$ cat src/common/ubf_pkg.sv
// shared constants and types for the byte fifo slave port
package ubf_pkg;
    // ------------------------------------------------------------
    // widths and depths
    // ------------------------------------------------------------
    localparam int DATA_W = 8;
    localparam int FIFO_DEPTH = 8;
    localparam int PIN_W = 3;
    localparam int PIN_RD = 0;
    localparam int PIN_WR = 1;
    localparam int PIN_OE = 2;
    localparam logic [PIN_W-1:0] PIN_IDLE = 3'h7;
    localparam logic [DATA_W-1:0] DATA_RESET = 8'h00;
    // ------------------------------------------------------------
    // mode and clocking
    // ------------------------------------------------------------
    localparam logic [7:0] SYNC_MODE_CODE = 8'h40;
    localparam int CLK_HZ = 125_000_000;
    localparam int CLK_PERIOD_NS = 8;
    localparam int SYNC_CLK_HZ = 60_000_000;
    localparam int ACC_W = 28;
    localparam logic [ACC_W-1:0] ACC_MOD = ACC_W'(CLK_HZ);
    localparam logic [ACC_W-1:0] ACC_STEP = ACC_W'(2 * SYNC_CLK_HZ);
    localparam logic [ACC_W-1:0] ACC_RESET = 28'h0000000;
    // ------------------------------------------------------------
    // flag recovery after an asynchronous cycle
    // ------------------------------------------------------------
    localparam int FLAG_HOLD_NS = 80;
    localparam int FLAG_HOLD_CYC = (FLAG_HOLD_NS + CLK_PERIOD_NS - 1) / CLK_PERIOD_NS;
    localparam int HOLD_W = 4;
    localparam logic [HOLD_W-1:0] HOLD_LOAD = HOLD_W'(FLAG_HOLD_CYC - 1);
    localparam logic [HOLD_W-1:0] HOLD_ZERO = 4'h0;
    localparam logic [HOLD_W-1:0] HOLD_ONE = 4'h1;
    // ------------------------------------------------------------
    // strobe cycle phases
    // ------------------------------------------------------------
    typedef enum logic [1:0] {PH_IDLE, PH_STROBE, PH_HOLD} ubf_phase_t;
endpackage : ubf_pkg

$ cat src/logic/ubf_fifo.sv
// flip-flop fifo with valid and ready on both sides
`timescale 1ns/100ps
module ubf_fifo #(
    parameter int WIDTH = 8,
    parameter int DEPTH = 8
) (
    input wire logic clk,
    input wire logic rstN,
    input wire logic inValid,
    output logic inReady,
    input wire logic [WIDTH-1:0] inData,
    output logic outValid,
    input wire logic outReady,
    output logic [WIDTH-1:0] outData
);
    localparam int AW = $clog2(DEPTH);
    localparam int CW = $clog2(DEPTH + 1);

    logic [WIDTH-1:0] mem_q [DEPTH];
    logic [WIDTH-1:0] mem_d [DEPTH];
    logic [AW-1:0] wrPtr_q, wrPtr_d, rdPtr_q, rdPtr_d;
    logic [CW-1:0] count_q, count_d;
    logic inReady_q, inReady_d, outValid_q, outValid_d;
    logic push, pop;

    // ------------------------------------------------------------
    // next state
    // ------------------------------------------------------------
    always_comb begin
        push = inValid && inReady_q;
        pop = outValid_q && outReady;
        mem_d = mem_q;
        wrPtr_d = wrPtr_q;
        rdPtr_d = rdPtr_q;
        if (push) begin
            mem_d[wrPtr_q] = inData;
            wrPtr_d = (wrPtr_q == AW'(DEPTH - 1)) ? '0 : wrPtr_q + AW'(1);
        end
        if (pop) begin
            rdPtr_d = (rdPtr_q == AW'(DEPTH - 1)) ? '0 : rdPtr_q + AW'(1);
        end
        count_d = count_q + CW'(push) - CW'(pop);
        // flags registered so both handshakes leave from flops
        inReady_d = (count_d != CW'(DEPTH));
        outValid_d = (count_d != '0);
    end

    // ------------------------------------------------------------
    // registers
    // ------------------------------------------------------------
    always_ff @(posedge clk or negedge rstN) begin
        if (!rstN) begin
            for (int i = 0; i < DEPTH; i++) begin
                mem_q[i] <= '0;
            end
            wrPtr_q <= '0;
            rdPtr_q <= '0;
            count_q <= '0;
            inReady_q <= 1'b1;
            outValid_q <= 1'b0;
        end else begin
            mem_q <= mem_d;
            wrPtr_q <= wrPtr_d;
            rdPtr_q <= rdPtr_d;
            count_q <= count_d;
            inReady_q <= inReady_d;
            outValid_q <= outValid_d;
        end
    end

    assign inReady = inReady_q;
    assign outValid = outValid_q;
    assign outData = mem_q[rdPtr_q];
endmodule : ubf_fifo

$ cat src/logic/ubf_port.sv
// byte fifo slave port: async strobes and 60 MHz sync streaming
//
// Function
// - async: one byte moves per read or write strobe cycle on the 8-bit bus.
// - transmit buffer carries port writes to host; receive buffer carries host bytes out.
// - transmit-space flag low only while the transmit buffer has room.
// - receive-data flag low only while unread bytes remain in the receive buffer.
// - while receive-data flag is high the bus byte does not change.
// - async: flags pulse inactive briefly each cycle; a strobe while a flag is high moves no byte.
// - sync mode: device drives a 60 MHz clock that times all transfers.
// - sync mode only when mode setting equals 0x40, else asynchronous.
// - async: receive-data flag held inactive at least 80 ns after a read.
// - async: transmit-space flag held inactive at least 80 ns after a write.
`timescale 1ns/100ps
module ubf_port
    import ubf_pkg::*;
#(
    parameter int DEPTH = FIFO_DEPTH
) (
    input wire logic mclk,
    input wire logic rst_n,
    input wire logic [7:0] bitMode,
    input wire logic [DATA_W-1:0] dataIn,
    output logic [DATA_W-1:0] dataOut,
    output logic dataOe_n,
    input wire logic rdStrobe_n,
    input wire logic wrStrobe_n,
    input wire logic outEnable_n,
    output logic rx_data_avail_n,
    output logic tx_space_flag_n,
    output logic sync_clock_out,
    input wire logic [DATA_W-1:0] hostRxData,
    input wire logic hostRxValid,
    output logic hostRxReady,
    output logic [DATA_W-1:0] hostTxData,
    output logic hostTxValid,
    input wire logic hostTxReady
);
    // ------------------------------------------------------------
    // reset release and pin synchronisers
    // ------------------------------------------------------------
    logic rstMeta_q, rstSync_n;

    always_ff @(posedge mclk or negedge rst_n) begin
        if (!rst_n) begin
            rstMeta_q <= 1'b0;
            rstSync_n <= 1'b0;
        end else begin
            rstMeta_q <= 1'b1;
            rstSync_n <= rstMeta_q;
        end
    end

    logic [PIN_W-1:0] pinS;
    logic [DATA_W-1:0] dataS;
    logic [7:0] modeS;

    ubf_sync2 #(.WIDTH(PIN_W), .RST_VAL(PIN_IDLE)) u_pinSync (
        .clk(mclk),
        .rstN(rstSync_n),
        .din({outEnable_n, wrStrobe_n, rdStrobe_n}),
        .dout(pinS)
    );

    // data rides the same two-stage delay as the strobes, so it lines up with them
    ubf_sync2 #(.WIDTH(DATA_W), .RST_VAL(DATA_RESET)) u_dataSync (
        .clk(mclk),
        .rstN(rstSync_n),
        .din(dataIn),
        .dout(dataS)
    );

    ubf_sync2 #(.WIDTH(8), .RST_VAL(8'h00)) u_modeSync (
        .clk(mclk),
        .rstN(rstSync_n),
        .din(bitMode),
        .dout(modeS)
    );

    logic rdS, wrS, oeS;
    assign rdS = pinS[PIN_RD];
    assign wrS = pinS[PIN_WR];
    assign oeS = pinS[PIN_OE];

    // ------------------------------------------------------------
    // buffers between host side and port
    // ------------------------------------------------------------
    logic rxPop, rxOutValid, txPush, txInReady;
    logic [DATA_W-1:0] rxHead, txPushData;

    // host bytes queue toward the port
    ubf_fifo #(.WIDTH(DATA_W), .DEPTH(DEPTH)) u_rxFifo (
        .clk(mclk),
        .rstN(rstSync_n),
        .inValid(hostRxValid),
        .inReady(hostRxReady),
        .inData(hostRxData),
        .outValid(rxOutValid),
        .outReady(rxPop),
        .outData(rxHead)
    );

    // port writes queue toward the host
    ubf_fifo #(.WIDTH(DATA_W), .DEPTH(DEPTH)) u_txFifo (
        .clk(mclk),
        .rstN(rstSync_n),
        .inValid(txPush),
        .inReady(txInReady),
        .inData(txPushData),
        .outValid(hostTxValid),
        .outReady(hostTxReady),
        .outData(hostTxData)
    );

    // ------------------------------------------------------------
    // mode select and 60 MHz clock output
    // ------------------------------------------------------------
    logic syncMode_q, syncMode_d;
    logic [ACC_W-1:0] acc_q, acc_d, accSum;
    logic sync_clock_out_q, sync_clock_out_d, toggle, clkRise;
    logic rdPrev_q, wrPrev_q;

    // fractional divider: 60 MHz is no integer ratio of 125 MHz, so edges jitter by a cycle
    always_comb begin
        // sync behaviour only for the one mode code
        syncMode_d = (modeS == SYNC_MODE_CODE);
        accSum = acc_q + ACC_STEP;
        toggle = (accSum >= ACC_MOD);
        acc_d = toggle ? accSum - ACC_MOD : accSum;
        sync_clock_out_d = sync_clock_out_q ^ toggle;
        if (!syncMode_q) begin
            acc_d = ACC_RESET;
            sync_clock_out_d = 1'b0;
        end
        // transfers are timed by the rising edge of the driven clock
        clkRise = syncMode_q && toggle && !sync_clock_out_q;
    end

    always_ff @(posedge mclk or negedge rstSync_n) begin
        if (!rstSync_n) begin
            syncMode_q <= 1'b0;
            acc_q <= ACC_RESET;
            sync_clock_out_q <= 1'b0;
            rdPrev_q <= 1'b1;
            wrPrev_q <= 1'b1;
        end else begin
            syncMode_q <= syncMode_d;
            acc_q <= acc_d;
            sync_clock_out_q <= sync_clock_out_d;
            rdPrev_q <= rdS;
            wrPrev_q <= wrS;
        end
    end

    logic rdFall, rdRise, wrFall, wrRise;
    assign rdFall = rdPrev_q && !rdS;
    assign rdRise = !rdPrev_q && rdS;
    assign wrFall = wrPrev_q && !wrS;
    assign wrRise = !wrPrev_q && wrS;

    // ------------------------------------------------------------
    // read side: receive buffer to bus
    // ------------------------------------------------------------
    ubf_phase_t rdPhase_q, rdPhase_d;
    logic [HOLD_W-1:0] rdHold_q, rdHold_d;
    logic [DATA_W-1:0] dataOut_q, dataOut_d;
    logic dataOe_q, dataOe_d, rxFlag_q, rxFlag_d;

    always_comb begin
        rdPhase_d = rdPhase_q;
        rdHold_d = rdHold_q;
        rxPop = 1'b0;
        if (syncMode_q) begin
            rdPhase_d = PH_IDLE;
            rdHold_d = HOLD_ZERO;
            // sync read: rise with strobe, enable and flag low; partner
            rxPop = clkRise && !rdS && !oeS && !rxFlag_q && rxOutValid;
        end else begin
            unique case (rdPhase_q)
                PH_IDLE: begin
                    // one byte per read strobe, taken at its falling edge
                    if (rdFall && !rxFlag_q && rxOutValid) begin
                        rxPop = 1'b1;
                        rdPhase_d = PH_STROBE;
                    end
                end
                PH_STROBE: begin
                    if (rdRise) begin
                        rdPhase_d = PH_HOLD;
                        rdHold_d = HOLD_LOAD;
                    end
                end
                PH_HOLD: begin
                    // flag recovery counted from the strobe's release
                    if (rdHold_q == HOLD_ZERO) begin
                        rdPhase_d = PH_IDLE;
                    end else begin
                        rdHold_d = rdHold_q - HOLD_ONE;
                    end
                end
                default: begin
                    rdPhase_d = PH_IDLE;
                end
            endcase
        end
        // bus byte changes only on a pop, so it stays put while the flag is high
        dataOut_d = rxPop ? rxHead : dataOut_q;
        // flag low means not empty; it goes high through each async cycle
        rxFlag_d = !((rdPhase_d == PH_IDLE) && rxOutValid);
        // async: drive while strobe low; sync: follow the output enable
        dataOe_d = syncMode_q ? oeS : rdS;
    end

    always_ff @(posedge mclk or negedge rstSync_n) begin
        if (!rstSync_n) begin
            rdPhase_q <= PH_IDLE;
            rdHold_q <= HOLD_ZERO;
            dataOut_q <= DATA_RESET;
            dataOe_q <= 1'b1;
            rxFlag_q <= 1'b1;
        end else begin
            rdPhase_q <= rdPhase_d;
            rdHold_q <= rdHold_d;
            dataOut_q <= dataOut_d;
            dataOe_q <= dataOe_d;
            rxFlag_q <= rxFlag_d;
        end
    end

    // ------------------------------------------------------------
    // write side: bus to transmit buffer
    // ------------------------------------------------------------
    ubf_phase_t wrPhase_q, wrPhase_d;
    logic [HOLD_W-1:0] wrHold_q, wrHold_d;
    logic txFlag_q, txFlag_d;

    always_comb begin
        wrPhase_d = wrPhase_q;
        wrHold_d = wrHold_q;
        txPush = 1'b0;
        txPushData = dataS;
        if (syncMode_q) begin
            wrPhase_d = PH_IDLE;
            wrHold_d = HOLD_ZERO;
            // sync write: rise with strobe and flag low; partner
            txPush = clkRise && !wrS && !txFlag_q && txInReady;
        end else begin
            unique case (wrPhase_q)
                PH_IDLE: begin
                    // a slot is reserved here; the byte is pushed later, at the strobe's release in PH_STROBE
                    if (wrFall && !txFlag_q && txInReady) begin
                        wrPhase_d = PH_STROBE;
                    end
                end
                PH_STROBE: begin
                    // byte latched as the write strobe is released
                    if (wrRise) begin
                        txPush = txInReady;
                        wrPhase_d = PH_HOLD;
                        wrHold_d = HOLD_LOAD;
                    end
                end
                PH_HOLD: begin
                    // flag recovery counted from the strobe's release
                    if (wrHold_q == HOLD_ZERO) begin
                        wrPhase_d = PH_IDLE;
                    end else begin
                        wrHold_d = wrHold_q - HOLD_ONE;
                    end
                end
                default: begin
                    wrPhase_d = PH_IDLE;
                end
            endcase
        end
        // low only with room; high through each async cycle
        txFlag_d = !((wrPhase_d == PH_IDLE) && txInReady);
    end

    always_ff @(posedge mclk or negedge rstSync_n) begin
        if (!rstSync_n) begin
            wrPhase_q <= PH_IDLE;
            wrHold_q <= HOLD_ZERO;
            txFlag_q <= 1'b1;
        end else begin
            wrPhase_q <= wrPhase_d;
            wrHold_q <= wrHold_d;
            txFlag_q <= txFlag_d;
        end
    end

    assign dataOut = dataOut_q;
    assign dataOe_n = dataOe_q;
    assign rx_data_avail_n = rxFlag_q;
    assign tx_space_flag_n = txFlag_q;
    assign sync_clock_out = sync_clock_out_q;
endmodule : ubf_port

$ cat src/logic/ubf_sync2.sv
// two flip-flop synchroniser for pin inputs
`timescale 1ns/100ps
module ubf_sync2 #(
    parameter int WIDTH = 1,
    parameter logic [WIDTH-1:0] RST_VAL = '0
) (
    input wire logic clk,
    input wire logic rstN,
    input wire logic [WIDTH-1:0] din,
    output logic [WIDTH-1:0] dout
);
    // first stage feeds only the second stage
    logic [WIDTH-1:0] meta_q;
    logic [WIDTH-1:0] stage_q;

    always_ff @(posedge clk or negedge rstN) begin
        if (!rstN) begin
            meta_q <= RST_VAL;
            stage_q <= RST_VAL;
        end else begin
            meta_q <= din;
            stage_q <= meta_q;
        end
    end

    assign dout = stage_q;
endmodule : ubf_sync2

$ cat config.mk
export PLATFORM = sky130hd
export DESIGN_NAME = ubf_port
export DESIGN_NICKNAME = d
export VERILOG_FILES = /design/src/common/ubf_pkg.sv /design/src/logic/ubf_fifo.sv /design/src/logic/ubf_port.sv /design/src/logic/ubf_sync2.sv
export SDC_FILE = /design/constraint.sdc
export NUM_CORES = 1
export LEC_CHECK = 0
export CORE_MARGIN = 2
export CORE_UTILIZATION = 30
export DETAILED_ROUTE_END_ITERATION = 8
export DONT_BUFFER_PORTS = 1
export PLACE_DENSITY_LB_ADDON = 0.08
export SYNTH_ARGS = -nofsm -noshare
export SYNTH_HDL_FRONTEND = slang
export SYNTH_SLANG_ARGS = --single-unit
$ cat constraint.sdc
create_clock -name mclk -period 23.4 [get_ports mclk]
set_clock_uncertainty 0.15 [all_clocks]
set_input_delay 1.17 -clock mclk [delete_from_list [all_inputs] [get_ports mclk]]
set_output_delay 1.17 -clock mclk [all_outputs]
set_load 0.02 [all_outputs]
==> results of run 1 <==
-- layer usage --
metal	GRT usage, %	vias to the layer above
li1	-	3275
met1	19.9	3603
met2	22.6	106
met3	2.90	44
met4	3.98	0
met5	0	-
-- layout make-up --
cell class	count	area, um^2
clock inverter	18	231
multi-input combinational	565	5050
fill	3654	24600
sequential	241	6050
inverter	33	124
tap	511	639
clock buffer	38	841
timing repair buffer	12	90.1
-- final timing paths --
| check | depth (start not counted) | end | slack, ns | startpoint |
|---|---|---|---|---|
| min in group mclk | 0 | u_dataSync.dout[0] | 0.20 | u_dataSync.meta_q[0] |
| worst max-delay path | 18 | u_rxFifo.outValid | 18.26 | acc_q[9] |
| worst min register to register | 0 | u_dataSync.dout[0] | 0.20 | u_dataSync.meta_q[0] |
| worst min-delay path | 0 | rstSync_n | 0.11 | rst_n |
| max in group asynchronous | 2 | dataOut[5] | 20.77 | rstSync_n |
| worst max register to register | 18 | u_rxFifo.outValid | 18.26 | acc_q[9] |
-- sequential cells by signal, indices dropped and copies added (netlist names), 8 cells and up --
signal,cells
acc_q,22
dataOut,8
u_dataSync.dout,8
u_dataSync.meta_q,8
u_modeSync.dout,8
u_modeSync.meta_q,8
u_rxFifo.mem_q,64
u_txFifo.mem_q,64
-- layout by cell type, fill, tap and decap left out, types with 13 or more instances in the layout --
cell       count
mux2_2        91
nor3_1        27
nor2_1        47
ha_1          24
a21oi_1       24
inv_1         32
nand3_1       14
nand2_1       34
o21ai_0       15
o2bb2ai_1     64
mux4_2        32
xnor2_1       17
dfstp_2       13
dfrtp_1      227
clkbuf_16     30
nand2b_1      14
-- cell families after synthesis --
family / count (synthesis)
other cells: 1
simple gates: 190
xor+xnor: 30
fa+ha+maj: 26
compound gates: 185
mux: 133
buf+inv: 75
flops: 241
-- stage by stage --
stage | util, % | worst slack [ns] | total power [uW]
detailed placement | 31.8 | 18.23 | 1070
CTS | 34.7 | 18.22 | 1570
global placement | 31.8 | 18.37 | 1060
global route | 34.7 | 17.76 | 1640
finish | 34.7 | 18.26 | 1540
floorplan | - | 16.06 | 960
-- power by group through the flow --
stage / registers [uW] / clock network [uW] / logic (uW)
after floorplan: 612 / 0 / 348
after global placement: 662 / 0 / 402
after detailed placement: 660 / 0 / 406
after CTS: 654 / 511 / 407
after global routing: 672 / 524 / 443
final: 651 / 492 / 397
-- critical path: stages (launching register included) --
cell	delay, ns
dfrtp_1	0.50
inv_1	0.15
ha_1	0.34
nor4b_2	0.45
nor2_1	0.13
o32ai_2	0.34
a221oi_4	0.16
a211oi_4	0.23
buf_4	0.23
o211ai_1	0.13
a21oi_2	0.73
ha_1	0.36
inv_1	0.06
ha_1	0.15
inv_1	0.05
fa_1	0.47
inv_1	0.05
nor3_1	0.25
nand2b_1	0.09
==> impl_metrics.py, run 1 <==
metrics = {
    "floorplan": {
        "fp.coreArea_um2": 37600,
        "dieHeight_um": 199,
        "ioPinCount": 53,
        "fp.dieW_um": 199,
        "die-area_um2": 39600,
        "initial_core_util_pct": 30.4,
        "row_count": 71,
    },
    "synth": {
        "ys_warn_count": 0,
        "synth_compound_area_share_pct": 13.7,
        "synth_top_family_by_area": "multiplexers",
        "yosysMostFrequentCell": "dfrtp_1",
        "synth_top_cells_by_count": "dfrtp_1 (228), mux2_2 (91), o2bb2ai_1 (64)",
        "synth-edff-count": 0,
        "synthAdderAreaFrac_pct": 2.98,
        "yosysSeqAreaShare_pct": 53.0,
        "synth.avg_cell_area_um2": 13.0,
        "synth.distinct_cells": 85,
        "syn_nets": 938,
        "synth_top_cell_by_area": "dfrtp_1",
        "synthCells": 881,
        "synth_area_leaders": "dfrtp_1 (50%), mux2_2 (9.0%), mux4_2 (6.3%), o2bb2ai_1 (4.9%), dfstp_2 (3.0%)",
        "synth-seq-cells": 241,
        "synth-simple-area-share_pct": 8.85,
        "synth_xor_area_share_pct": 2.37,
        "synth_ff_type": "dfrtp_1",
        "synth_mux_area_share_pct": 16.3,
        "postSynth.asyncResetShare_pct": 100,
        "syn_area_um2": 11400,
        "synth_top_cell_area_share_pct": 50.0,
    },
    "clock_network": {
        "cts_tree": "built",
        "cts_setup_buffers": 0,
        "cts_hold_buf": 0,
        "cts_buffer_depth": 3,
        "clk_pin_slew_ns": 0.06,
        "htreeDepth": 1,
        "clkSinkCount": 241,
        "cts_resized": 0,
        "cts-root-buf": "clkbuf_16",
        "numCtsBuffers": 30,
        "insertion_delay_ns": 0.60,
    },
    "pwr": {
        "leakage_uw": 0.00531,
        "p_clk_share_pct": 31.9,
        "powerDensity_nw_per_um2": 118,
        "internal_power_uw": 1070,
        "power.share.sequential_pct": 42.3,
        "share_comb_of_total_power_pct": 25.8,
        "switching_share_pct": 30.6,
        "p_sw_uw": 471,
        "peakVddDrop_v": 0.0000551,
    },
    "sta": {
        "rsz0062_at_grt": "false",
        "setup_viol": 0,
        "timing.setup.tns_ns": 0,
        "maxSlewViolCount": 0,
        "fmax_ghz": 0.195,
        "period_minus_slack_ns": 5.14,
        "timing.final.crit_share_pct": 22.0,
        "tightestPinTransition_ns": 1.03,
        "slew_headroom_pct": 31.0,
        "whs_ns": 0.110,
        "finalHoldViolCount": 0,
    },
    "detailed_routing": {
        "drt_iter0_drc": 266,
        "viasPerCell": 4.96,
        "highest_layer": "met4",
        "antenna_left": 0,
        "wl_met2_mm": 12.5,
        "wl_met1_mm": 12.8,
        "wl_per_cell_um": 19.1,
        "post-route-drc-count": 0,
        "wl_mm": 27.1,
        "firstDrtPassIters": 5,
        "vias": 7028,
        "dr_wl_met3_mm": 1.13,
    },
    "worst_setup_path": {
        "crit_fanout": 13,
        "crit_type": "flip-flop to flip-flop",
        "required_ns": 23.68,
        "start_kind": "flip-flop",
        "worstSetupEndpointType": "flip-flop",
        "worstPathArrival_ns": 5.42,
    },
    "global_routing": {
        "grt_pass1_wl_mm": 43.8,
        "track_usage_pct": 14.3,
        "antenna_found_initial": 0,
        "grt_pass1_vias": 7361,
        "overflow": 0,
        "grt_max_degree": 69,
    },
    "placement": {
        "port_buffers": 0,
        "placedCellCount": 1362,
        "dpl.hpwl_mm": 17.2,
        "post_dp_cell_area_um2": 12000,
        "gp_congestion": 0.779,
    },
    "outcome": {
        "status": "completed",
    },
    "finish": {
        "fin_nets": 940,
        "layout.cells.non_filler": 1418,
        "fin_area_um2": 13000,
        "drive_gt1_share_pct": 26.7,
        "syn2layout_area_growth_pct": 14.1,
        "diodes": 0,
    },
    "worst_hold_path": {
        "hold_path.class": "input port to asynchronous set/reset pin",
    },
    "job": {
        "max-cap-violations": 0,
    },
}
No activity file was read; power rests on OpenSTA's default activity.
==> run 2: changes to the inputs <==
clock period = 4.45 ns   (was 23.4 ns; I/O delays follow)
==> impl_metrics.py, run 2 (synthesis gave the netlist of run 1 again) <==
metrics = {
    "outcome": {
        "status": "completed",
    },
    "sta": {
        "timing.setup.tns_ns": 0,
        "setup_viol": 0,
        "maxSlewViolCount": 0,
        "slew_headroom_pct": 22.9,
        "period_minus_slack_ns": 4.04,
        "fmax_ghz": 0.247,
        "whs_ns": 0.0634,
        "rsz0062_at_grt": "false",
        "finalHoldViolCount": 0,
        "tightestPinTransition_ns": 1.16,
        "timing.final.crit_share_pct": 90.9,
    },
    "global_routing": {
        "grt_pass1_vias": 7633,
        "grt_pass1_wl_mm": 45.4,
        "antenna_found_initial": 1,
        "overflow": 0,
        "grt_max_degree": 95,
        "track_usage_pct": 14.7,
    },
    "pwr": {
        "p_sw_uw": 2450,
        "internal_power_uw": 5490,
        "powerDensity_nw_per_um2": 596,
        "switching_share_pct": 30.9,
        "p_clk_share_pct": 29.9,
        "power.share.sequential_pct": 43.6,
        "share_comb_of_total_power_pct": 26.5,
        "leakage_uw": 0.00543,
        "peakVddDrop_v": 0.000308,
    },
    "clock_network": {
        "clk_pin_slew_ns": 0.06,
        "cts_buffer_depth": 3,
        "cts_setup_buffers": 0,
        "cts-root-buf": "clkbuf_16",
        "cts_hold_buf": 31,
        "htreeDepth": 1,
        "cts_resized": 0,
        "numCtsBuffers": 30,
        "clkSinkCount": 241,
        "insertion_delay_ns": 0.56,
        "cts_tree": "built",
    },
    "floorplan": {
        "dieHeight_um": 199,
        "initial_core_util_pct": 30.4,
        "fp.coreArea_um2": 37600,
        "row_count": 71,
        "fp.dieW_um": 199,
        "die-area_um2": 39600,
        "ioPinCount": 53,
    },
    "worst_setup_path": {
        "start_kind": "flip-flop",
        "cp_num_buf_inv": 4,
        "worstSetupEndpointType": "flip-flop",
        "crit_fanout": 7,
        "cpLargestDelayFamily": "adder cells",
        "crit_type": "flip-flop to flip-flop",
        "crit_slowest_cell": "fa_1",
        "path_cells": "inv_1, ha_1, nor4b_2, nor2_1, o32ai_2, a221oi_4, a211oi_4, o211ai_1, a21oi_2, ha_1, inv_1, ha_1, inv_1, fa_1, inv_1, nor3_1, nand2b_1",
        "required_ns": 4.73,
        "cp_slowest_stage_delay_ns": 0.47,
        "path_common_cell": "inv_1",
        "worstPathArrival_ns": 4.32,
    },
    "detailed_routing": {
        "wl_mm": 27.7,
        "wl_per_cell_um": 19.1,
        "vias": 7229,
        "firstDrtPassIters": 4,
        "viasPerCell": 4.97,
        "antenna_left": 0,
        "drt_iter0_drc": 282,
        "post-route-drc-count": 0,
    },
    "placement": {
        "placedCellCount": 1369,
        "dpl.hpwl_mm": 17.6,
        "gp_congestion": 0.792,
        "port_buffers": 0,
    },
    "finish": {
        "top_regs": "u_rxFifo.mem_q: 64 flops, u_txFifo.mem_q: 64 flops, acc_q: 22 flops",
        "multiInputGateArea_um2": 5050,
        "fin_nets": 978,
        "drive_gt1_share_pct": 25.7,
        "syn2layout_area_growth_pct": 16.6,
        "register_area_um2": 6050,
        "fill_cells": 3657,
        "layout.cells.non_filler": 1455,
        "diodes": 0,
        "final_common_cell": "dfrtp_1",
        "final_cell_mix": "dfrtp_1 (227), mux2_2 (91), o2bb2ai_1 (64), nor2_1 (47), nand2_1 (34)",
    },
    "job": {
        "max-cap-violations": 0,
    },
    "worst_hold_path": {
        "hold_path.class": "input port to flip-flop",
    },
}
[run 2: changes by cell type in the layout (fill, tap and decap cells not counted), sizes merged]
cell	change
buf	+7
inv	-1
clkinvlp	+1
clkbuf	+5
clkinv	-3
bufinv	-3
dlygate4sd3	+31
[run 2: final timing paths]
check,from,to,slack (ns),depth (start not counted)
max reg2reg,acc_q[9],u_rxFifo.outValid,0.41,17
max in group asynchronous,rstSync_n,u_pinSync.meta_q[2],3.06,1
min in group asynchronous,rstSync_n,u_rxFifo.mem_q[38],0.16,0
min reg2reg,rstSync_n,u_rxFifo.mem_q[38],0.16,0
min,rdStrobe_n,u_pinSync.meta_q[0],0.06,1
max,acc_q[9],u_rxFifo.outValid,0.41,17
[run 2: area by class of cell]
| cell class | instances | area share, % |
|---|---|---|
| Tap cell | 511 | 4.80 |
| Clock buffer | 43 | 6.54 |
| Clock inverter | 12 | 0.780 |
| Inverter | 33 | 0.930 |
| Timing Repair Buffer | 50 | 3.59 |
| Sequential cell | 241 | 45.4 |
| Multi-Input combinational cell | 565 | 37.9 |
[run 2: routing by layer]
| layer | global-route usage, % | vias to the layer above | part of all wire, % |
|---|---|---|---|
| li1 | - | 3352 | - |
| met1 | 21.4 | 3732 | 49 |
| met2 | 22.5 | 108 | 45 |
| met3 | 2.84 | 35 | 4.0 |
| met4 | 3.79 | 2 | 1.7 |
| met5 | 0 | - | 0.047 |
[run 2: power groups by stage]
stage / Clock [uW] / Combinational, uW / Sequential, uW
2_1_floorplan: 0 / 1830 / 3210
3_3_place_gp: 0 / 2100 / 3510
3_5_place_dp: 0 / 2120 / 3500
4_1_cts: 2480 / 2150 / 3470
5_1_grt: 2580 / 2340 / 3570
6_report: 2370 / 2100 / 3460
[run 2: metrics by stage]
stage	utilization, %	area (um^2)	total power, uW	setup WS (ns)
after CTS	35.4	13300	8100	0.331
after floorplan	-	11400	5050	0.336
after global placement	32.0	12000	5610	0.454
after global routing	35.4	13300	8490	0.0131
after detailed placement	32.0	12000	5620	0.358
final	35.4	13300	7940	0.406
==> run 3: changes to the inputs <==
CORE_UTILIZATION = 58   (was 30)
PLACE_DENSITY = 0.74   (was default)
PLACE_DENSITY_LB_ADDON = default   (was 0.08)
==> impl_metrics.py, run 3 (synthesis gave the netlist of run 1 again) <==
metrics = {
    "worst_setup_path": {
        "required_ns": 4.73,
        "endpoint": "u_rxFifo.inReady",
        "worstSetupEndpointType": "flip-flop",
        "crit_type": "flip-flop to flip-flop",
        "worstPathArrival_ns": 4.39,
        "startpoint": "acc_q[10]",
        "timing.rr.end": "u_rxFifo.inReady",
        "r2r-start": "acc_q[10]",
        "r2r_setup_slack_ns": 0.34,
        "crit_fanout": 8,
        "start_kind": "flip-flop",
        "worstRegToRegCells": 17,
    },
    "finish": {
        "fin_nets": 969,
        "drive_gt1_share_pct": 25.5,
        "diodes": 0,
        "top_regs": "u_rxFifo.mem_q: 64 flops, u_txFifo.mem_q: 64 flops, acc_q: 22 flops",
        "multiInputGateArea_um2": 5060,
        "register_area_um2": 6050,
        "final_cell_mix": "dfrtp_1 (227), mux2_2 (91), o2bb2ai_1 (64), nor2_1 (47), nand2_1 (34)",
        "final_common_cell": "dfrtp_1",
        "fill_cells": 1323,
        "syn2layout_area_growth_pct": 13.3,
    },
    "clock_network": {
        "cts_tree": "built",
        "htreeDepth": 1,
        "cts-root-buf": "clkbuf_16",
        "cts_setup_buffers": 0,
        "cts_buffer_depth": 3,
        "numCtsBuffers": 27,
        "clk_pin_slew_ns": 0.06,
        "insertion_delay_ns": 0.53,
        "clkSinkCount": 241,
    },
    "placement": {
        "gp_congestion": 0.885,
        "dpl.hpwl_mm": 16.6,
        "port_buffers": 0,
        "pre_cts_slack_ns": 0.309,
    },
    "global_routing": {
        "grt_pass1_wl_mm": 40.7,
        "overflow": 0,
        "grt_max_degree": 91,
        "antenna_found_initial": 0,
        "track_usage_pct": 25.0,
        "grt_pass1_vias": 7660,
    },
    "floorplan": {
        "row_count": 51,
        "initial_core_util_pct": 58.9,
        "die-area_um2": 20800,
        "fp.dieW_um": 144,
        "ioPinCount": 53,
        "fp.coreArea_um2": 19400,
        "dieHeight_um": 144,
    },
    "outcome": {
        "status": "completed",
    },
    "detailed_routing": {
        "viasPerCell": 6.20,
        "drt_iter0_drc": 540,
        "wl_mm": 25.0,
        "vias": 7430,
        "firstDrtPassIters": 5,
        "antenna_left": 0,
        "post-route-drc-count": 0,
        "wl_per_cell_um": 20.8,
    },
    "sta": {
        "rsz0062_at_grt": "false",
        "slew_headroom_pct": 23.3,
        "fmax_ghz": 0.244,
        "postLayoutSetupSlackWorst_ns": 0.344,
        "timing.final.crit_share_pct": 92.3,
        "maxSlewViolCount": 0,
        "tightestPinTransition_ns": 1.15,
        "period_minus_slack_ns": 4.11,
        "timing.setup.tns_ns": 0,
        "finalHoldViolCount": 0,
        "setup_viol": 0,
        "whs_ns": 0.0908,
    },
    "pwr": {
        "leakage_uw": 0.00540,
        "total_power_uw": 7920,
        "peakVddDrop_v": 0.000433,
        "powerDensity_nw_per_um2": 612,
    },
    "worst_hold_path": {
        "hold_path.class": "input port to flip-flop",
    },
    "job": {
        "max-cap-violations": 0,
    },
}
run 3: cell types whose count changed in the layout (fill, tap and decap cells not counted), sizes merged:
cell and change:
buf -6, clkbuf -7, clkinv -3, inv +3
bufinv +2
run 3: through the flow:
| step | cells | utilization, % | cell area, um^2 |
|---|---|---|---|
| 3_3_place_gp | 1117 | 60.2 | 11700 |
| 5_1_grt | 1198 | 66.7 | 12900 |
| 3_5_place_dp | 1117 | 60.2 | 11700 |
| 4_1_cts | 1198 | 66.6 | 12900 |
| 2_1_floorplan | 881 | - | 11400 |
| 6_report | 1198 | 66.7 | 12900 |
run 3: worst min path at each step:
stage	slack [ns]	cells past startpoint	start	endpoint
after global placement	-0.22	0	rst_n	rstMeta_q
after global routing	0.08	1	bitMode[5]	u_modeSync.meta_q[5]
final	0.09	1	bitMode[5]	u_modeSync.meta_q[5]
after floorplan	-0.22	0	rst_n	rstMeta_q
after CTS	0.08	1	bitMode[5]	u_modeSync.meta_q[5]
after detailed placement	-0.22	0	rst_n	rstMeta_q
run 3: power breakdown:
group          total (uW)  internal [uW]  switching (uW)
Combinational        2080           1220             857
Clock                2300           1400             906
Sequential           3540           2850             691
run 3: critical path, cell delays in order (launching register included):
cell and delay, ns:
dfrtp_1 0.53, inv_1 0.12, ha_2 0.25, and2b_1 0.23, nor2_2 0.19, o21ai_1 0.10, o41a_1 0.36, a211oi_4 0.27
o211ai_1 0.16, a21oi_2 0.20, ha_1 0.25, inv_1 0.06, ha_1 0.16, inv_1 0.05, fa_1 0.47, inv_1 0.05
nor3_1 0.27, nand2_1 0.12
run 3: layout make-up:
| class | instances | area share (%) |
|---|---|---|
| Clock inverter | 14 | 1.29 |
| Multi-Input combinational cell | 565 | 39.1 |
| Timing Repair Buffer | 44 | 3.35 |
| Clock buffer | 36 | 5.95 |
| Sequential cell | 241 | 46.8 |
| Tap cell | 265 | 2.56 |
| Inverter | 33 | 0.957 |
run 3: layer usage:
layer	track usage (%)	share of wire, %	vias up
met3	4.37	5.1	38
met2	41.4	50	205
li1	-	-	3338
met1	34.3	42	3849
met5	0	0	-
met4	6.85	2.1	0
run 3: timing repair:
item | CTS | global route
hold endpoints to repair | 89 | 0
hold buffers | 31 | 0
resized for setup | 0 | 2
setup endpoints to repair | 0 | 2
